## config.mk

```make
export PLATFORM = sky130hd
export DESIGN_NAME = watchdog_timer_core
export DESIGN_NICKNAME = d
export VERILOG_FILES = /design/src/shared/watchdog_pkg.sv /design/src/design/watchdog_timer_core.sv
export VERILOG_INCLUDE_DIRS = /design/src /design/src/shared
export SDC_FILE = /design/constraint.sdc
export NUM_CORES = 1
export LEC_CHECK = 0
export BUFFER_PORTS_ARGS = -buffer_cell sky130_fd_sc_hd__buf_2
export CORE_MARGIN = 3
export CORE_UTILIZATION = 40
export CTS_BUF_LIST = sky130_fd_sc_hd__clkbuf_16
export CTS_CLUSTER_SIZE = 16
export DETAILED_ROUTE_END_ITERATION = 8
export RECOVER_POWER = 50
export SLEW_MARGIN = 20
export SYNTH_ARGS = -nofsm -noshare
export SYNTH_HDL_FRONTEND = slang
export SYNTH_SLANG_ARGS = --single-unit
```

## constraint.sdc

```tcl
create_clock -name pclk -period 4.1 [get_ports pclk]
set_input_delay 0.41 -clock pclk [delete_from_list [all_inputs] [get_ports pclk]]
set_output_delay 0.41 -clock pclk [all_outputs]
set_load 0.005 [all_outputs]
```

## src/shared/watchdog_regs.svh

```systemverilog
`ifndef WATCHDOG_REGS_SVH
`define WATCHDOG_REGS_SVH

// Register byte addresses
`define WDT_CTRL_OFFSET   12'h000
`define WDT_CAUSE_OFFSET  12'h004

// Control and status field positions
`define WDT_IRQ_FLAG_BIT  7
`define WDT_IRQ_EN_BIT    6
`define WDT_SEL_HI_BIT    5
`define WDT_WINDOW_BIT    4
`define WDT_RST_EN_BIT    3
`define WDT_SEL_LO_MSB    2
`define WDT_SEL_LO_LSB    0
`define WDT_CAUSE_BIT     3

// Reset values and limits
`define WDT_SEL_RESET     4'h0
`define WDT_SEL_MAX       4'h9
`define WDT_WINDOW_CYCLES 3'h4
`define WDT_WINDOW_CLOSED 3'h0
`define WDT_DATA_ZERO     32'h0000_0000

`endif

```

## src/shared/watchdog_pkg.sv

```systemverilog
package watchdog_pkg;

    typedef enum logic [1:0] {
        mode_stopped   = 2'b00,
        mode_irq       = 2'b01,
        mode_reset     = 2'b10,
        mode_irq_reset = 2'b11
    } mode_type;

endpackage

```

## src/design/watchdog_timer_core.sv

```systemverilog
`timescale 1ns/10ps
// Functional notes
// Time-out in interrupt mode sets flag bit 7
// Vector entry or writing one clears flag
// Request needs flag, enable and global enable
// Interrupt-only mode: interrupt, never reset
// Combined mode: first time-out flags; vector clears both
// Combined mode: unserviced second time-out resets system
// Software re-arms interrupt enable outside the handler
// Mode from fuse, reset enable, interrupt enable
// Clearing reset enable or period needs window
// Change window closes four clocks after opening
// Reset-cause flag forces reset enable set
// Watchdog stays enabled across its own reset
// Boot software clears cause flag and enable
// Period field: bit 5 high, bits 2..0 low
// Codes 0..9 give 2048 doubling to 1048576 ticks
// Software restarts counter before changing period
// Control bits reset to zero, enable derived
// Counter counts separate oscillator ticks
// Software writes new values inside the window
// Fuse locks reset enable on, interrupt off
// Watchdog reset sets reset-cause flag
// Reserved period codes act as longest period
// Restart request or mode/period change clears counter
`include "watchdog_regs.svh"

module watchdog_timer_core
    import watchdog_pkg::*;
#(
    parameter int BASE_TIMEOUT = 2048,
    parameter int CNT_W        = 21
) (
    // Clock and reset
    input  wire logic        pclk,
    input  wire logic        presetn,
    // APB slave
    input  wire logic        psel,
    input  wire logic        penable,
    input  wire logic        pwrite,
    input  wire logic [11:0] paddr,
    input  wire logic [31:0] pwdata,
    output logic      [31:0] prdata,
    output logic             pready,
    output logic             pslverr,
    // Processor side
    input  wire logic        global_irq_enable,
    input  wire logic        irq_vector_enter,
    input  wire logic        restart_req,
    // Pins
    input  wire logic        osc_clk_in,
    input  wire logic        always_on_fuse,
    // Outputs
    output logic             timeout_irq_req,
    output logic             system_reset_pulse
);

    ////////////////////////////////////////////////////////////////////
    // Parameter check
    generate
        if (BASE_TIMEOUT < 1 || CNT_W > 30 ||
            (longint'(BASE_TIMEOUT) << 9) > (longint'(1) << CNT_W)) begin : g_chk
            $error("watchdog_timer_core: bad BASE_TIMEOUT or CNT_W");
        end
    endgenerate

    ////////////////////////////////////////////////////////////////////
    // State
    logic [2:0]       osc_sync_reg;
    logic             osc_level_reg;
    logic [2:0]       fuse_sync_reg;
    logic             fuse_level_reg;
    logic             irq_flag_reg;
    logic             irq_en_reg;
    logic             rst_en_reg;
    logic [3:0]       sel_reg;
    logic [3:0]       sel_last_reg;
    logic [2:0]       window_cnt_reg;
    logic             cause_reg;
    logic [CNT_W-1:0] count_reg;
    mode_type         mode_last_reg;
    logic             pready_reg;
    logic             pslverr_reg;
    logic [31:0]      prdata_reg;
    logic             irq_req_reg;
    logic             sys_rst_reg;

    ////////////////////////////////////////////////////////////////////
    // Pin synchronisers, change accepted when stages two and three agree
    wire osc_agree  = osc_sync_reg[1] == osc_sync_reg[2];
    wire osc_tick   = osc_agree & osc_sync_reg[2] & ~osc_level_reg;
    wire fuse_agree = fuse_sync_reg[1] == fuse_sync_reg[2];

    ////////////////////////////////////////////////////////////////////
    // Bus decode
    wire acc_phase = psel & penable;
    wire commit    = acc_phase & pready_reg;
    wire ctrl_hit  = paddr == `WDT_CTRL_OFFSET;
    wire cause_hit = paddr == `WDT_CAUSE_OFFSET;
    wire bad_addr  = ~ctrl_hit & ~cause_hit;
    wire ctrl_wr   = commit & pwrite & ctrl_hit;
    wire cause_wr  = commit & pwrite & cause_hit;

    // Written fields
    wire       w_flag   = pwdata[`WDT_IRQ_FLAG_BIT];
    wire       w_ie     = pwdata[`WDT_IRQ_EN_BIT];
    wire       w_window = pwdata[`WDT_WINDOW_BIT];
    wire       w_rst_en = pwdata[`WDT_RST_EN_BIT];
    wire [3:0] w_sel    = {pwdata[`WDT_SEL_HI_BIT],
                           pwdata[`WDT_SEL_LO_MSB:`WDT_SEL_LO_LSB]};

    ////////////////////////////////////////////////////////////////////
    // Mode decode
    wire window_open = window_cnt_reg != `WDT_WINDOW_CLOSED;
    wire rst_en_eff  = rst_en_reg | cause_reg | fuse_level_reg;
    wire ie_eff      = irq_en_reg & ~fuse_level_reg;
    wire mode_type mode = fuse_level_reg ? mode_reset
                        : mode_type'({rst_en_eff, ie_eff});

    // Period select, reserved codes clamp to longest
    wire [3:0] sel_eff = (sel_reg > `WDT_SEL_MAX) ? `WDT_SEL_MAX
                                                  : sel_reg;
    wire [CNT_W-1:0] limit = CNT_W'(BASE_TIMEOUT) << sel_eff;

    wire running  = mode != mode_stopped;
    wire timeout  = running & osc_tick & (count_reg == limit - 1'b1);
    wire flag_set = timeout & ((mode == mode_irq) |
                    ((mode == mode_irq_reset) & ~irq_flag_reg));
    wire rst_fire = timeout & ((mode == mode_reset) |
                    ((mode == mode_irq_reset) & irq_flag_reg));
    wire flag_clr = irq_vector_enter | (ctrl_wr & w_flag);
    wire restart  = restart_req | timeout | (mode != mode_last_reg) |
                    (sel_reg != sel_last_reg);

    // Guarded writes
    wire rst_en_take = ctrl_wr & (w_rst_en | window_open);
    wire sel_take    = ctrl_wr & window_open;
    wire win_start   = ctrl_wr & w_window & w_rst_en;
    wire win_close   = ctrl_wr & ~w_window & window_open;

    ////////////////////////////////////////////////////////////////////
    // Next values
    wire irq_flag_next = flag_set | (irq_flag_reg & ~flag_clr & ~rst_fire);
    wire irq_en_next   = rst_fire ? 1'b0
                       : (irq_vector_enter & rst_en_eff) ? 1'b0
                       : ctrl_wr ? w_ie : irq_en_reg;
    wire rst_en_next   = rst_en_take ? w_rst_en : rst_en_reg;
    wire [3:0] sel_next = rst_fire ? `WDT_SEL_RESET
                        : sel_take ? w_sel : sel_reg;
    wire [2:0] window_next =
        (rst_fire | win_close) ? `WDT_WINDOW_CLOSED
        : win_start ? `WDT_WINDOW_CYCLES
        : window_open ? window_cnt_reg - 3'h1 : window_cnt_reg;
    wire cause_next = rst_fire |
                      (cause_reg & ~(cause_wr & ~pwdata[`WDT_CAUSE_BIT]));
    wire [CNT_W-1:0] count_next =
        (restart | ~running) ? '0
        : osc_tick ? count_reg + 1'b1 : count_reg;
    wire irq_req_next = irq_flag_reg & ie_eff & global_irq_enable;

    // Read data
    wire [31:0] ctrl_rd = {24'h0, irq_flag_reg, ie_eff, sel_reg[3],
                           window_open, rst_en_eff, sel_reg[2:0]};
    wire [31:0] cause_rd = 32'(cause_reg) << `WDT_CAUSE_BIT;
    wire [31:0] rd_mux = ctrl_hit ? ctrl_rd
                       : cause_hit ? cause_rd : `WDT_DATA_ZERO;
    wire        rd_take = acc_phase & ~pready_reg & ~pwrite;

    ////////////////////////////////////////////////////////////////////
    // Synchronisers
    always_ff @(posedge pclk or negedge presetn) begin
        if (!presetn) begin
            osc_sync_reg   <= 3'h0;
            osc_level_reg  <= 1'b0;
            fuse_sync_reg  <= 3'h0;
            fuse_level_reg <= 1'b0;
        end else begin
            osc_sync_reg  <= {osc_sync_reg[1:0], osc_clk_in};
            fuse_sync_reg <= {fuse_sync_reg[1:0], always_on_fuse};
            if (osc_agree) begin
                osc_level_reg <= osc_sync_reg[2];
            end
            if (fuse_agree) begin
                fuse_level_reg <= fuse_sync_reg[2];
            end
        end
    end

    ////////////////////////////////////////////////////////////////////
    // Control state
    always_ff @(posedge pclk or negedge presetn) begin
        if (!presetn) begin
            irq_flag_reg   <= 1'b0;
            irq_en_reg     <= 1'b0;
            rst_en_reg     <= 1'b0;
            sel_reg        <= `WDT_SEL_RESET;
            sel_last_reg   <= `WDT_SEL_RESET;
            window_cnt_reg <= `WDT_WINDOW_CLOSED;
            cause_reg      <= 1'b0;
            mode_last_reg  <= mode_stopped;
        end else begin
            irq_flag_reg   <= irq_flag_next;
            irq_en_reg     <= irq_en_next;
            rst_en_reg     <= rst_en_next;
            sel_reg        <= sel_next;
            sel_last_reg   <= sel_reg;
            window_cnt_reg <= window_next;
            cause_reg      <= cause_next;
            mode_last_reg  <= mode;
        end
    end

    ////////////////////////////////////////////////////////////////////
    // Counter and outputs
    always_ff @(posedge pclk or negedge presetn) begin
        if (!presetn) begin
            count_reg   <= '0;
            irq_req_reg <= 1'b0;
            sys_rst_reg <= 1'b0;
        end else begin
            count_reg   <= count_next;
            irq_req_reg <= irq_req_next;
            sys_rst_reg <= rst_fire;
        end
    end

    ////////////////////////////////////////////////////////////////////
    // APB answer, one wait cycle
    always_ff @(posedge pclk or negedge presetn) begin
        if (!presetn) begin
            pready_reg  <= 1'b0;
            pslverr_reg <= 1'b0;
            prdata_reg  <= `WDT_DATA_ZERO;
        end else begin
            pready_reg  <= acc_phase & ~pready_reg;
            pslverr_reg <= acc_phase & ~pready_reg & bad_addr;
            if (rd_take) begin
                prdata_reg <= rd_mux;
            end
        end
    end

    assign prdata             = prdata_reg;
    assign pready             = pready_reg;
    assign pslverr            = pslverr_reg;
    assign timeout_irq_req    = irq_req_reg;
    assign system_reset_pulse = sys_rst_reg;
endmodule // watchdog_timer_core

```

=== Word level (Yosys, flattened, before mapping) ===
Index checks and enable logic that the tools add are counted.

* Reduce and logical (&&, ||, !) cells: 7
* Muxes and demuxes: 14
* Shift operators: 1
* Equal/unequal tests: 9
* Order comparisons: 1
* $add $sub $neg: 3
* Bitwise gates (word level): 58

{| class="wikitable"
|+ Operators by type and width
! kind !! number
|-
| $mux W21 || 2
|-
| $and A1 B1 Y1 || 32
|-
| $add A21 B1 Y21 const B || 1
|-
| $eq A21 B21 Y1 || 1
|-
| $shl A12 B4 Y21 const A || 1
|-
| $sub A21 B1 Y21 const B || 1
|-
| $mux W4 || 4
|-
| $not A1 Y1 || 13
|-
| $or A1 B1 Y1 || 13
|-
| $eq A12 B3 Y1 const B || 1
|-
| $logic_not A12 Y1 || 1
|-
| $mux W3 || 3
|-
| $reduce_bool A3 Y1 || 3
|-
| $mux W8 || 1
|-
| $reduce_bool A2 Y1 || 3
|-
| $eq A2 B2 Y1 const B || 2
|-
| $gt A4 B4 Y1 const B || 1
|-
| $ne A4 B4 Y1 || 1
|-
| $mux W1 || 3
|-
| $sub A3 B1 Y3 const B || 1
|-
| $eq A1 B1 Y1 || 2
|-
| $eq A2 B1 Y1 const B || 1
|-
| $mux W2 || 1
|-
| $ne A2 B2 Y1 || 1
|}

* Register bits: 82
* Input port bits: 54

=== Longest topological paths before layout ===
* Depth in word-level cells: 11
* Mapped depth: 11
* Depth with buffers taken out: 9

=== Worst setup path after synthesis ===
No wires, ideal clock.

* Path type: reg2reg
* Start point: register sel_reg[3]
* End point: register irq_flag_reg
* Arrival time: 2.725 ns
* Cell stages (with the launch flop): 11
* Setup slack: 1.250 ns
* Period minus slack after synthesis: 2.850 ns
* Library setup time: 0.125 ns
* Cell sequence: dfrtp_1 -> buf_1 -> nor2_1 -> nand2_1 -> ha_1 -> or4b_1 -> a21oi_1 -> o21a_1 -> o22ai_2 -> nor3_1 -> mux2_2

* Cells in the longest elaborated chain, start to end: 10
* Elaborated cells between the ends (all ways): 11

{| class="wikitable"
|+ Ends and longest elaborated chain
! what !! line !! RTL
|-
| start, declared || watchdog_timer_core.sv:76 || <nowiki>logic [3:0] sel_reg;</nowiki>
|-
| start signal, assigned || watchdog_timer_core.sv:196 || <nowiki>sel_reg <= `WDT_SEL_RESET;</nowiki>
|-
| start signal, assigned || watchdog_timer_core.sv:205 || <nowiki>sel_reg <= sel_next;</nowiki>
|-
| $gt A4 B4 Y1 (no line) || n/a ||
|-
| $mux W4 (*) || watchdog_timer_core.sv:121 || <nowiki>wire [3:0] sel_eff = (sel_reg > `WDT_SEL_MAX) ? `WDT_SEL_MAX</nowiki>
|-
| $shl A12 B4 Y21 (*) || watchdog_timer_core.sv:123 || <nowiki>wire [CNT_W-1:0] limit = CNT_W'(BASE_TIMEOUT) << sel_eff;</nowiki>
|-
| $sub A21 B1 Y21 (*) || watchdog_timer_core.sv:126 || <nowiki>wire timeout = running & osc_tick & (count_reg == limit - 1'b1);</nowiki>
|-
| $eq A21 B21 Y1 (*) || watchdog_timer_core.sv:126 ||
|-
| $and A1 B1 Y1 (*) || watchdog_timer_core.sv:126 ||
|-
| $and A1 B1 Y1 || watchdog_timer_core.sv:129 || <nowiki>wire rst_fire = timeout & ((mode == mode_reset) |</nowiki>
|-
| $not A1 Y1 || watchdog_timer_core.sv:143 || <nowiki>wire irq_flag_next = flag_set | (irq_flag_reg & ~flag_clr & ~rst_fire);</nowiki>
|-
| $and A1 B1 Y1 || watchdog_timer_core.sv:143 ||
|-
| $or A1 B1 Y1 (*) || watchdog_timer_core.sv:143 ||
|-
| net irq_flag_next || watchdog_timer_core.sv:143 ||
|-
| end signal, assigned || watchdog_timer_core.sv:202 || <nowiki>irq_flag_reg <= irq_flag_next;</nowiki>
|-
| end, declared || watchdog_timer_core.sv:73 || <nowiki>logic irq_flag_reg;</nowiki>
|}

Mark *: on every way through the listed nets, which the timed path passes. The rest lies on a longest branch.
A chain may end at the register's enable or synchronous reset.

=== Final worst setup path ===
* Start point: register sel_reg[3]
* End point: register window_cnt_reg[2]

* Cells in the longest elaborated chain, start to end: 9
* Elaborated cells between the ends (all ways): 10

{| class="wikitable"
|+ Ends and longest elaborated chain
! what !! line !! RTL
|-
| $gt A4 B4 Y1 (no line) || n/a ||
|-
| $mux W4 (*) || watchdog_timer_core.sv:121 ||
|-
| $shl A12 B4 Y21 (*) || watchdog_timer_core.sv:123 ||
|-
| $sub A21 B1 Y21 (*) || watchdog_timer_core.sv:126 ||
|-
| $eq A21 B21 Y1 (*) || watchdog_timer_core.sv:126 ||
|-
| $and A1 B1 Y1 (*) || watchdog_timer_core.sv:126 ||
|-
| $and A1 B1 Y1 (*) || watchdog_timer_core.sv:129 ||
|-
| net rst_fire || watchdog_timer_core.sv:129 ||
|-
| $or A1 B1 Y1 (*) || watchdog_timer_core.sv:151 || <nowiki>(rst_fire | win_close) ? `WDT_WINDOW_CLOSED</nowiki>
|-
| $reduce_bool A3 Y1 (no line) or $mux W3 (tied branches) || n/a ||
|-
| end signal, assigned || watchdog_timer_core.sv:198 || <nowiki>window_cnt_reg <= `WDT_WINDOW_CLOSED;</nowiki>
|-
| end signal, assigned || watchdog_timer_core.sv:207 || <nowiki>window_cnt_reg <= window_next;</nowiki>
|-
| end, declared || watchdog_timer_core.sv:78 || <nowiki>logic [2:0] window_cnt_reg;</nowiki>
|}

Marks and branches as above.

==> metrics.md <==
| Metric | Value |
|---|---|
| Ranking of synthesized cells by area | `dfrtp_1 (48%), buf_4 (6.5%), xor2_1 (5.6%), nor2_1 (4.5%), nand2_1 (3.3%)` |
| Place WS | `934 ps` |
| Avg Vias per Cell | `4.88` |
| CTS tree | `done` |
| IO Pins | `90` |
| Max incr delay on CP | `630 ps` |
| Via count | `2170` |
| Initial Utilization | `42.7%` |
| Hold Buf Count CTS | `0` |
| Die width | `92.6 um` |
| Placer Congestion | `0.814` |
| Layout area overhead | `18.3%` |
| Routed length per instance | `13.2 um` |
| Post-Synthesis Cells | `299` |
| Worst-path clk slew | `50 ps` |
| Post-DRT Antenna Nets | `0` |
| Maximum clock path buffer count | `2` |
| Synth top area share | `48.4%` |
| Antenna diodes | `0` |
| RSZ-0062 raised after global routing | `no` |
| Avg Inst Size Synth | `10.0 um2` |
| Buffer and inverter count on the worst path | `0` |
| Clock net sink count | `58` |
| Final period util | `77.3%` |
| H-tree Lvls | `3` |
| Number of synthesized flops with an enable pin | `0` |
| Number of synthesized register bits | `58` |
| Worst path cell trace | `nor2_1 -> nand2_1 -> ha_1 -> or4b_1 -> a21oi_1 -> o21a_1 -> o22ai_2 -> nor4_4 -> nor3_1` |
| Seq/Total Area, Yosys | `48.4%` |
| Die Footprint | `8570 um2` |
| Hold crit path type | `in -> reg` |
| Overflow after GRT | `0` |
| Skew final | `4.21 ps` |
| MaxCap Viol Count | `1` |
| DP Wirelength | `4.10 mm` |
| CTS Buf Count | `9` |
| Max Slew Vio Count | `59` |
| First-pass GRT wire length | `9.96 mm` |
| Commonest cells post-synth | `dfrtp_1 (58), nor2_1 (36), buf_4 (26), nand2_1 (26), xor2_1 (19)` |
| Setup slack, reg-to-reg | `930 ps` |
| Netlist cell types | `45` |
| Largest net degree at the start of global routing | `59` |
| Post-synthesis cell area | `3000 um2` |
| Fin crit period | `3170 ps` |
| Final setup margin | `930 ps` |
| Relative slew slack | `-107%` |
| Crit path DAT | `3340 ps` |
| Post-Layout Inst Area | `3550 um2` |
| DR pass1 iterations | `4` |
| Data required time at the worst endpoint | `4270 ps` |
| Ys Warns | `0` |
| Critical path's slowest cell | `nor4_4` |
| Dpl cell area | `3210 um2` |
| Share of cells above drive strength 1 | `19.2%` |
| Worst skew pair latency | `320 ps` |
| GRT Util Overall | `14.8%` |
| PD cells | `454 nW/um2` |
| Outcome | `finished with violations` |
| Core area | `7020 um2` |
| Leak Pwr | `1.64 nW` |
| Final wirelength | `5.87 mm` |
| Initial DRC Count | `87` |
| Fmax | `315 MHz` |
| Buffers on Ports | `41` |
| Final Power | `1.61 mW` |
| CP top delay family | `simple AND/OR/NAND/NOR gates` |
| DRC viols | `0` |
| Crit path launch type | `flop` |
| Worst setup path category | `reg -> reg` |
| Count of final setup violators | `0` |
| Post_cts resized | `0` |
| Vias in the first global route | `2142` |
| Max reg flops | `21` |
| Row count | `30` |
| Die height | `92.6 um` |
| # Post-CTS Setup Buffers | `0` |
| Ys flop type | `dfrtp_1` |
| Max IR drop VDD | `0.219 mV` |
| Synth async-reset ratio | `100%` |
| CP max FO | `15` |
| Top-count cell post-synth | `dfrtp_1` |
| Final Hold Vio Count | `0` |
| Failing checks | `max-capacitance violations, max-slew violations` |
| Root Buffer Master | `clkbuf_16` |
| Kind of end point of the critical path | `flop` |
| Area leader, netlist | `dfrtp_1` |
| Initial antenna violation count | `0` |
| Setup TNS | `0 ps` |
| Net count, final | `403` |
| Worst Tran Pin Value | `3100 ps` |
| Fin util | `50.5%` |
[where the power goes]
part	internal, mW	switching, mW	total (mW)
logic	0.0599	0.0888	0.149
registers	0.597	0.0155	0.613
clock network	0.591	0.257	0.849
[cell type report]
cell class | instances | area [um2]
clock buffer | 9 | 225
clock inverter | 7 | 118
fill | 654 | 3470
inverter | 5 | 18.8
multi-input combinational | 227 | 1400
sequential | 58 | 1450
tap | 96 | 120
timing repair buffer | 43 | 216
[kinds of logic after synthesis]
family | synth area share (%)
other | 0.125
adder cells (fa/ha/maj) | 2.42
XOR/XNOR | 8.76
multiplexers | 1.42
AO/OA/AOI/OAI | 9.68
flip-flops | 48.4
AND/OR/NAND/NOR | 21.3
buffers and inverters | 7.89
[path summary, 6_finish.rpt]
path,start,endpoint,cells after the start
max,sel_reg[3],window_cnt_reg[2],9
min,always_on_fuse,fuse_sync_reg[0],1
max reg2reg,sel_reg[3],window_cnt_reg[2],9
min reg2reg,osc_sync_reg[0],osc_sync_reg[1],0
max in group asynchronous,presetn,pready,2
min in group asynchronous,presetn,count_reg[5],2
[placed cells by master (no fill, tap or decap), types with 8 or more instances in the layout]
cell | synthesis | final
a21oi_1 | 9 | 9
a22o_1 | 8 | 8
buf_2 | 0 | 41
clkbuf_16 | 0 | 9
conb_1 | 1 | 24
dfrtp_1 | 58 | 58
nand2_1 | 26 | 26
nand3_1 | 11 | 11
nor2_1 | 36 | 36
nor3_1 | 12 | 12
xnor2_1 | 11 | 11
xor2_1 | 19 | 19
[stage by stage]
stage               hold WS [ps]  std cells
CTS                          177        445
floorplan                    114        322
finish                       191        445
global route                 171        445
global placement             334        429
detailed placement           336        429
[metal layers]
layer	part of all wire [%]	GRT usage, %	up-vias
met3	5.0	4.39	9
met5	0	0	-
met1	48	19.5	1032
li1	-	-	1072
met4	1.5	5.57	0
met2	45	22.8	57
(Power assumes the default switching activity.)
